### config.mk
export PLATFORM = sky130hd
export DESIGN_NAME = hppi_ctrl
export DESIGN_NICKNAME = d
export VERILOG_FILES = /design/src/hw/hppi_ctrl.v
export VERILOG_INCLUDE_DIRS = /design/src /design/src/hw
export SDC_FILE = /design/constraint.sdc
export NUM_CORES = 1
export LEC_CHECK = 0
export BUFFER_PORTS_ARGS = -buffer_cell sky130_fd_sc_hd__buf_2
export CAP_MARGIN = 20
export CORE_UTILIZATION = 50
export DETAILED_ROUTE_END_ITERATION = 16
export GPL_ROUTABILITY_DRIVEN = 0
export PLACE_DENSITY = 0.79
export SLEW_MARGIN = 15
export SYNTH_ARGS = -nofsm -noshare
export SYNTH_HDL_FRONTEND = slang
export SYNTH_SLANG_ARGS = --single-unit
### constraint.sdc
create_clock -name clk_sys_i -period 5.06 [get_ports clk_sys_i]
set_input_delay 1.012 -clock clk_sys_i [delete_from_list [all_inputs] [get_ports clk_sys_i]]
set_output_delay 1.012 -clock clk_sys_i [all_outputs]
set_load 0.02 [all_outputs]
### src/hw/hppi_consts.vh
`ifndef HPPI_CONSTS_VH
`define HPPI_CONSTS_VH

// Register byte addresses
`define HPPI_ADDR_CTRL 4'h0
`define HPPI_ADDR_STATUS 4'h4
`define HPPI_ADDR_FAULT 4'h8

// Control register fields
`define HPPI_CTRL_PWR_LSB 0
`define HPPI_CTRL_GREEN_LSB 4
`define HPPI_CTRL_AMBER_LSB 8
`define HPPI_CTRL_RESET 32'h0000_0000

// Status register fields
`define HPPI_ST_STRAP 0
`define HPPI_ST_BUS 1
`define HPPI_ST_CFG_DONE 2
`define HPPI_ST_PULLUP 3
`define HPPI_ST_OVC_LSB 4
`define HPPI_ST_POL_LSB 8

// Configuration byte: a set bit makes that pin group active high
`define HPPI_CFG_LED_POL 0
`define HPPI_CFG_OVC_POL 1
`define HPPI_CFG_PWR_POL 2
`define HPPI_CFG_RESET 8'h00

// Serial memory read: opcode and address sent as one 16-bit word
`define HPPI_EE_READ_WORD 16'h0300
`define HPPI_EE_TX_BITS 5'h10
`define HPPI_EE_LAST_BIT 5'h17
`define HPPI_SCK_HALF_CYC 4'h4

// Bus answers
`define HPPI_RESP_OKAY 2'b00
`define HPPI_RESP_SLVERR 2'b10

`endif

### src/hw/hppi_ctrl.v
// Added by the designer: the AXI4-Lite interface to the registers and the register addresses.
`timescale 1ns/10ps
`include "hppi_consts.vh"

module hppi_ctrl #(
    parameter NPORT = 4
) (
    input wire clk_sys_i,
    input wire srst_i,
    input wire supply_source_strap_i,
    input wire upstream_bus_sense_i,
    output reg dplus_pullup_o,
    output reg eeprom_cs_o,
    output reg eeprom_sck_o,
    input wire eeprom_serial_io_i,
    output reg eeprom_serial_io_o,
    output reg eeprom_serial_io_oe_o,
    input wire [NPORT-1:0] overcurrent_in_n_i,
    output reg [NPORT-1:0] port_supply_switch_n_o,
    output reg [NPORT-1:0] port_supply_switch_n_oe_o,
    output reg [NPORT-1:0] green_lamp_n_o,
    output reg [NPORT-1:0] amber_lamp_n_o,
    input wire [3:0] s_axi_awaddr,
    input wire s_axi_awvalid,
    output reg s_axi_awready,
    input wire [31:0] s_axi_wdata,
    input wire [3:0] s_axi_wstrb,
    input wire s_axi_wvalid,
    output reg s_axi_wready,
    output reg [1:0] s_axi_bresp,
    output reg s_axi_bvalid,
    input wire s_axi_bready,
    input wire [3:0] s_axi_araddr,
    input wire s_axi_arvalid,
    output reg s_axi_arready,
    output reg [31:0] s_axi_rdata,
    output reg [1:0] s_axi_rresp,
    output reg s_axi_rvalid,
    input wire s_axi_rready
);

    localparam S_START = 2'b00;
    localparam S_SHIFT = 2'b01;
    localparam S_DONE = 2'b10;
    localparam [15:0] EE_WORD = `HPPI_EE_READ_WORD;

    // Pin synchronisers; first stage read only by the second
    reg [1:0] strap_sync;
    reg [1:0] bus_sync;
    reg [1:0] io_sync;
    reg [NPORT-1:0] ovc_meta;
    reg [NPORT-1:0] ovc_sync;

    reg [1:0] state;
    reg [3:0] div_cnt;
    reg [4:0] bit_cnt;
    reg [15:0] tx_sr;
    reg [7:0] rx_sr;
    reg [7:0] cfg;
    reg cfg_done;

    reg [NPORT-1:0] pwr_en;
    reg [NPORT-1:0] green_on;
    reg [NPORT-1:0] amber_on;
    reg [NPORT-1:0] fault;

    reg aw_held;
    reg w_held;
    reg [3:0] aw_addr;
    reg [31:0] w_data;
    reg [3:0] w_strb;

    wire ovc_pol = cfg[`HPPI_CFG_OVC_POL];
    wire led_pol = cfg[`HPPI_CFG_LED_POL];
    wire pwr_pol = cfg[`HPPI_CFG_PWR_POL];
    // Polarity unknown until the byte is in, so no fault before then
    wire [NPORT-1:0] ovc_act = (ovc_sync ^ {NPORT{~ovc_pol}})
        & {NPORT{cfg_done}};
    wire sck_tick = (div_cnt == `HPPI_SCK_HALF_CYC - 4'h1);
    wire wr_go = aw_held && w_held && !s_axi_bvalid;
    wire wr_ctrl = wr_go && (aw_addr == `HPPI_ADDR_CTRL) && w_strb[0];
    wire wr_ctrl1 = wr_go && (aw_addr == `HPPI_ADDR_CTRL) && w_strb[1];
    wire wr_fault = wr_go && (aw_addr == `HPPI_ADDR_FAULT) && w_strb[0];

    // Drive level for a pin group given its polarity bit
    function [NPORT-1:0] pin_level;
        input [NPORT-1:0] on;
        input pol;
        begin
            pin_level = on ^ {NPORT{~pol}};
        end
    endfunction

    function [31:0] status_word;
        input dummy;
        begin
            status_word = 32'h0000_0000;
            status_word[`HPPI_ST_STRAP] = strap_sync[1];
            status_word[`HPPI_ST_BUS] = bus_sync[1];
            status_word[`HPPI_ST_CFG_DONE] = cfg_done;
            status_word[`HPPI_ST_PULLUP] = dplus_pullup_o;
            status_word[`HPPI_ST_OVC_LSB +: NPORT] = ovc_act;
            status_word[`HPPI_ST_POL_LSB +: 3] = cfg[2:0];
        end
    endfunction

    always @(posedge clk_sys_i) begin
        if (srst_i) begin
            strap_sync <= 2'b00;
            bus_sync <= 2'b00;
            io_sync <= 2'b00;
            ovc_meta <= {NPORT{1'b1}};
            ovc_sync <= {NPORT{1'b1}};
            dplus_pullup_o <= 1'b0;
        end else begin
            strap_sync <= {strap_sync[0], supply_source_strap_i};
            bus_sync <= {bus_sync[0], upstream_bus_sense_i};
            io_sync <= {io_sync[0], eeprom_serial_io_i};
            ovc_meta <= overcurrent_in_n_i;
            ovc_sync <= ovc_meta;
            dplus_pullup_o <= bus_sync[1] && cfg_done;
        end
    end

    // Configuration read; SCK derived from the system clock
    always @(posedge clk_sys_i) begin
        if (srst_i) begin
            state <= S_START;
            div_cnt <= 4'h0;
            bit_cnt <= 5'h00;
            tx_sr <= 16'h0000;
            rx_sr <= 8'h00;
            cfg <= `HPPI_CFG_RESET;
            cfg_done <= 1'b0;
            eeprom_cs_o <= 1'b0;
            eeprom_sck_o <= 1'b0;
            eeprom_serial_io_o <= 1'b0;
            eeprom_serial_io_oe_o <= 1'b0;
        end else begin
            case (state)
                S_START: begin
                    eeprom_cs_o <= 1'b1;
                    tx_sr <= {`HPPI_EE_READ_WORD} << 1;
                    eeprom_serial_io_o <= EE_WORD[15];
                    eeprom_serial_io_oe_o <= 1'b1;
                    div_cnt <= 4'h0;
                    bit_cnt <= 5'h00;
                    state <= S_SHIFT;
                end
                S_SHIFT: begin
                    div_cnt <= sck_tick ? 4'h0 : div_cnt + 4'h1;
                    if (sck_tick && !eeprom_sck_o) begin
                        eeprom_sck_o <= 1'b1;
                        if (bit_cnt >= `HPPI_EE_TX_BITS)
                            rx_sr <= {rx_sr[6:0], io_sync[1]};
                    end else if (sck_tick) begin
                        eeprom_sck_o <= 1'b0;
                        if (bit_cnt == `HPPI_EE_LAST_BIT) begin
                            eeprom_cs_o <= 1'b0;
                            cfg <= rx_sr;
                            cfg_done <= 1'b1;
                            state <= S_DONE;
                        end else begin
                            bit_cnt <= bit_cnt + 5'h01;
                            eeprom_serial_io_o <= tx_sr[15];
                            tx_sr <= {tx_sr[14:0], 1'b0};
                            // Release the line once the address is out
                            eeprom_serial_io_oe_o <=
                                (bit_cnt + 5'h01) < `HPPI_EE_TX_BITS;
                        end
                    end
                end
                S_DONE: begin
                    eeprom_serial_io_oe_o <= 1'b0;
                end
                default: begin
                    state <= S_START;
                end
            endcase
        end
    end

    // Port control; the overcurrent cut beats a software enable
    always @(posedge clk_sys_i) begin
        if (srst_i) begin
            pwr_en <= {NPORT{1'b0}};
            green_on <= {NPORT{1'b0}};
            amber_on <= {NPORT{1'b0}};
            fault <= {NPORT{1'b0}};
            port_supply_switch_n_o <= {NPORT{1'b1}};
            port_supply_switch_n_oe_o <= {NPORT{1'b0}};
            green_lamp_n_o <= {NPORT{1'b1}};
            amber_lamp_n_o <= {NPORT{1'b1}};
        end else begin
            if (wr_ctrl) begin
                pwr_en <= w_data[`HPPI_CTRL_PWR_LSB +: NPORT] & ~ovc_act;
                green_on <= w_data[`HPPI_CTRL_GREEN_LSB +: NPORT];
            end else begin
                pwr_en <= pwr_en & ~ovc_act;
            end
            if (wr_ctrl1)
                amber_on <= w_data[`HPPI_CTRL_AMBER_LSB +: NPORT];
            if (wr_fault)
                fault <= (fault & ~w_data[NPORT-1:0]) | ovc_act;
            else
                fault <= fault | ovc_act;
            port_supply_switch_n_o <= pin_level(pwr_en, pwr_pol);
            // Stay floating until polarity is known
            port_supply_switch_n_oe_o <= {NPORT{cfg_done}};
            green_lamp_n_o <= pin_level(green_on, led_pol);
            amber_lamp_n_o <= pin_level(amber_on, led_pol);
        end
    end

    // AXI4-Lite slave: address and data taken in either order
    always @(posedge clk_sys_i) begin
        if (srst_i) begin
            aw_held <= 1'b0;
            w_held <= 1'b0;
            aw_addr <= 4'h0;
            w_data <= 32'h0000_0000;
            w_strb <= 4'h0;
            s_axi_awready <= 1'b0;
            s_axi_wready <= 1'b0;
            s_axi_bvalid <= 1'b0;
            s_axi_bresp <= `HPPI_RESP_OKAY;
            s_axi_arready <= 1'b0;
            s_axi_rvalid <= 1'b0;
            s_axi_rdata <= 32'h0000_0000;
            s_axi_rresp <= `HPPI_RESP_OKAY;
        end else begin
            s_axi_awready <= !aw_held && !s_axi_awready && !s_axi_bvalid;
            s_axi_wready <= !w_held && !s_axi_wready && !s_axi_bvalid;
            if (s_axi_awvalid && s_axi_awready) begin
                aw_held <= 1'b1;
                aw_addr <= {s_axi_awaddr[3:2], 2'b00};
                s_axi_awready <= 1'b0;
            end
            if (s_axi_wvalid && s_axi_wready) begin
                w_held <= 1'b1;
                w_data <= s_axi_wdata;
                w_strb <= s_axi_wstrb;
                s_axi_wready <= 1'b0;
            end
            if (wr_go) begin
                aw_held <= 1'b0;
                w_held <= 1'b0;
                s_axi_bvalid <= 1'b1;
                s_axi_bresp <= (aw_addr == `HPPI_ADDR_CTRL ||
                    aw_addr == `HPPI_ADDR_FAULT) ? `HPPI_RESP_OKAY
                    : `HPPI_RESP_SLVERR;
            end else if (s_axi_bvalid && s_axi_bready) begin
                s_axi_bvalid <= 1'b0;
            end
            s_axi_arready <= !s_axi_arready && !s_axi_rvalid;
            if (s_axi_arvalid && s_axi_arready) begin
                s_axi_arready <= 1'b0;
                s_axi_rvalid <= 1'b1;
                s_axi_rresp <= `HPPI_RESP_OKAY;
                case ({s_axi_araddr[3:2], 2'b00})
                    `HPPI_ADDR_CTRL: s_axi_rdata <=
                        ({{(32-NPORT){1'b0}}, amber_on} << `HPPI_CTRL_AMBER_LSB)
                        | ({{(32-NPORT){1'b0}}, green_on}
                        << `HPPI_CTRL_GREEN_LSB)
                        | {{(32-NPORT){1'b0}}, pwr_en};
                    `HPPI_ADDR_STATUS: s_axi_rdata <= status_word(1'b0);
                    `HPPI_ADDR_FAULT: s_axi_rdata <=
                        {{(32-NPORT){1'b0}}, fault};
                    default: begin
                        s_axi_rdata <= 32'h0000_0000;
                        s_axi_rresp <= `HPPI_RESP_SLVERR;
                    end
                endcase
            end else if (s_axi_rvalid && s_axi_rready) begin
                s_axi_rvalid <= 1'b0;
            end
        end
    end

endmodule // hppi_ctrl

==> results <==
- The run finished with clean final reports.
- Leaving out fill and tap cells, the most frequent cell in the layout is dfxtp_1.
- For this run, the slowest stage of the critical path takes 550 ps.
- The achievable frequency is 437.8 MHz.
- The H-tree generated during clock tree synthesis spans 3 levels.
- The placed wire-length estimate after detailed placement is 5.960 mm.
- At the pin with the least slew margin, the transition time is 1036 ps.
- The instance count of the mapped netlist is 487.
- In this run, placement finished with an instance count of 632.
- The initial utilization of the core area, before any placement, comes to 51.40%.
- The clock tree from TritonCTS is built.
- The maximum vdd drop is 0.1299 mV.
- For this block, the via count after detailed routing is 3337.
- The cts-stage hold buffer count is 0.
- Setup slack on the critical path of the routed design comes to 2776 ps.
- The worst slew margin relative to its limit is 30.82%.
- In the final routed layout, each cell accounts on average for 13.25 um.
- The share of flip-flops with an asynchronous set or reset after synthesis is 0%.
- Row generation in the floorplan step produced 34 rows.
- Once placement finished, the instance area stood at 4721 sq um.
- The slowest library cell on the worst path is buf_2.
- Setup violations remaining at the end of the flow were counted as 0.
- In this run the horizontal extent of the chip is 96.45 um.
- The number of filler instances in the final layout is 805.
- The clock drives 110 sinks.
- The floorplan die height is 96.45 um.
- The die covers 9303 sq um.
- In this run the critical register-to-register path is launched from state[0]$_SDFFE_PP0P_.
- The initial antenna violation count is 0.
- The post-synth design cell area is 4461 sq um.
- The most common flop cell mapped by yosys is dfxtp_1.
- STA classifies the critical path endpoint as a flop.
- The post-layout minimum cycle time is 2284 ps.
- The max-slew violation count is 0.
- The largest net degree at the start of global routing is 44.
- The hold violation total from the final report is 0.
- The share of post-route cells with drive strength above 1 is 19.81%.
- The type of element launching the critical path is an input port.
- Across the run, the number of max-cap violations was 0.
- The global-route wire length before repair is 13.21 mm.
- In this run the most critical hold path is launched from ovc_meta[1]$_SDFF_PP1_.
- The number of nets still failing antenna checks after routing is 0.
- The most used cell along the critical path is buf_4.
- Across all register-to-register paths, the minimum setup slack is 3050 ps.
- Power spread over the standard cell area amounts to 308.1 nW/um^2.
- Prior to clock tree synthesis, the placed netlist has a worst setup slack of 2407 ps.
- The number of buffers created by CTS is 9.
- For this design the top-level I/O count stands at 120.
- The repair_antennas step left the layout with diodes totalling 0.
- The number of synthesis warnings is 0.
- Clock-pin slew was measured on the worst setup and hold paths at 100 ps.
- For this run, the total global-route usage over all layers was measured as 18.43%.
- For the worst-skew pair, the clock arrives at the later sink with an insertion delay of 370 ps.
- After detailed routing, the number of remaining DRC violations is 0.
- The final cell area excluding filler cells is 4910 sq um.
- Post-CTS repair changed the size of 0 cells.
- The setup clock skew after layout is 18.98 ps.
- For this design the static power due to leakage is 2.090 nW.
- The critical path class is in -> reg.
- The number of distinct library cell variants in the gate-level netlist after synthesis is 48.
- The number of global-route vias before repair is 2810.
- Setup total negative slack on the finished layout was measured at 0 ps.
- After synthesis, the mean cell area works out to 9.159 sq um.
- The register area is 2202 sq um.
- The data arrival time of the critical path is 2590 ps.
- The critical path goes through buf_2 -> buf_4 -> buf_4 -> or2_2.
- The total overflow reported by the global router is 0.
- Among cell families on the critical path, the largest total delay comes from buffers and inverters.
- Together, buffers and inverters on the worst path number 3.
- In this run the worst setup path begins at srst_i.
- The total setup buffers inserted after CTS is 0.
- The largest fanout on the critical path is 43.
- The multi-input gate area in the final layout is 1983 sq um.
- The first routing iteration left 190 violations.
- The post-route clock period utilization is 45.14%.
- The clock passes through at most 2 buffers.
- Summing the sequential cell areas from Yosys gives 49.37% of the chip area.
- Leaving out fill and tap cells, the most frequent cells in the layout are dfxtp_1, buf_2, nand2_1, nor2_1, a21oi_1.
- The sum of routed wire length over all layers is 8.589 mm.
- From synthesis to final layout, the design area changed by 10.07%.
- Setup repair after global routing left no endpoint under its margin.
- The library cell used as clock root buffer is clkbuf_8.
- The finished layout holds 648 standard cells, fillers aside.
- The detailed-router iteration count before antenna repair is 4.
- The core footprint is 8678 sq um.
- The count of buffers from port buffering is 71.
- At the end of the flow, the number of nets in the layout was 595.
- The data required time at the worst endpoint is 5370 ps.
- After synthesis the netlist holds a flip-flop and latch count of 110.
- Counting flops with a built-in enable in the synthesized netlist gives 0.
- The class of the tightest hold or removal check is reg -> reg.
- The via density per instance is 5.150.
[cell families (layout without fill, tap and decap cells)]
group | count (synthesis) | count (layout) | share of synthesized area [%]
DFF | 110 | 110 | 49.37
muxes | 27 | 27 | 6.171
adders and majority gates | 2 | 2 | 0.5609
buffers and inverters | 65 | 97 | 7.938
AOI/OAI and AO/OA | 80 | 80 | 10.94
and+or+nand+nor | 184 | 184 | 21.40
xor gates and xnor gates | 18 | 18 | 3.534
other | 1 | 22 | 0.08407
[cells in the mapped netlist, types with 10 or more instances]
library cell,count,share of area [%]
clkbuf_1,23,1.9
buf_4,25,4.2
nand2b_1,18,2.5
nand3_1,15,1.7
a21oi_1,35,3.9
mux2i_1,23,5.2
xor2_1,13,2.6
nor2_1,38,3.2
nor2b_1,10,1.4
dfxtp_1,110,49
nand2_1,55,4.6
o21ai_0,13,1.5
[per-stage QoR]
step           utilization [%]  power, mW  hold WS, ps
3_5_place_dp             54.40      1.027        392.3
3_3_place_gp             54.40      1.023        395.9
6_report                 56.57      1.513        415.8
4_1_cts                  56.57      1.523        415.8
5_1_grt                  56.57      1.572        434.7
2_1_floorplan                -      1.008        389.5
[final cells by class]
class                           count  share of cell area, %
Timing Repair Buffer               73                  7.543
Inverter                            8                 0.6116
Tap cell                          108                  2.752
Multi-Input combinational cell    333                  40.39
Clock buffer                       10                  2.803
Sequential cell                   110                  44.85
Clock inverter                      6                  1.045
[path summary, 6_finish.rpt]
| check | to | cells past startpoint |
|---|---|---|
| setup reg to reg | cfg[0]$_SDFFE_PP0P_ | 4 |
| hold / removal | ovc_sync[1]$_SDFF_PP1_ | 1 |
| hold reg to reg | ovc_sync[1]$_SDFF_PP1_ | 1 |
| setup / recovery | ovc_meta[2]$_SDFF_PP1_ | 4 |
[power by group]
| part | switching, mW | internal, mW | total [mW] |
|---|---|---|---|
| registers | 0.0165 | 0.887 | 0.904 |
| clock network | 0.306 | 0.200 | 0.506 |
| logic | 0.0672 | 0.0357 | 0.103 |
| total | 0.390 | 1.12 | 1.51 |
[layer usage]
metal  routed length (um)  vias up  track usage (%)
li1                     -     1713                -
met1                 4131     1531            25.01
met2                 3995       85            29.34
met3                  360        8            3.599
met4                  103        0            6.250
met5                    0        -                0
[flip-flops by register name (all words and copies together), names as in the netlist, 3 cells and up]
| name | count |
|---|---|
| cfg | 3 |
| ovc_sync | 4 |
| fault | 4 |
| bit_cnt | 5 |
| rx_sr | 3 |
| pwr_en | 4 |
| port_supply_switch_n_o | 4 |
| s_axi_rdata | 12 |
| amber_lamp_n_o | 4 |
| amber_on | 4 |
| green_lamp_n_o | 4 |
| w_data | 12 |
| green_on | 4 |
| div_cnt | 4 |
| tx_sr | 7 |
| ovc_meta | 4 |
Power figures use the tool's default switching activity.
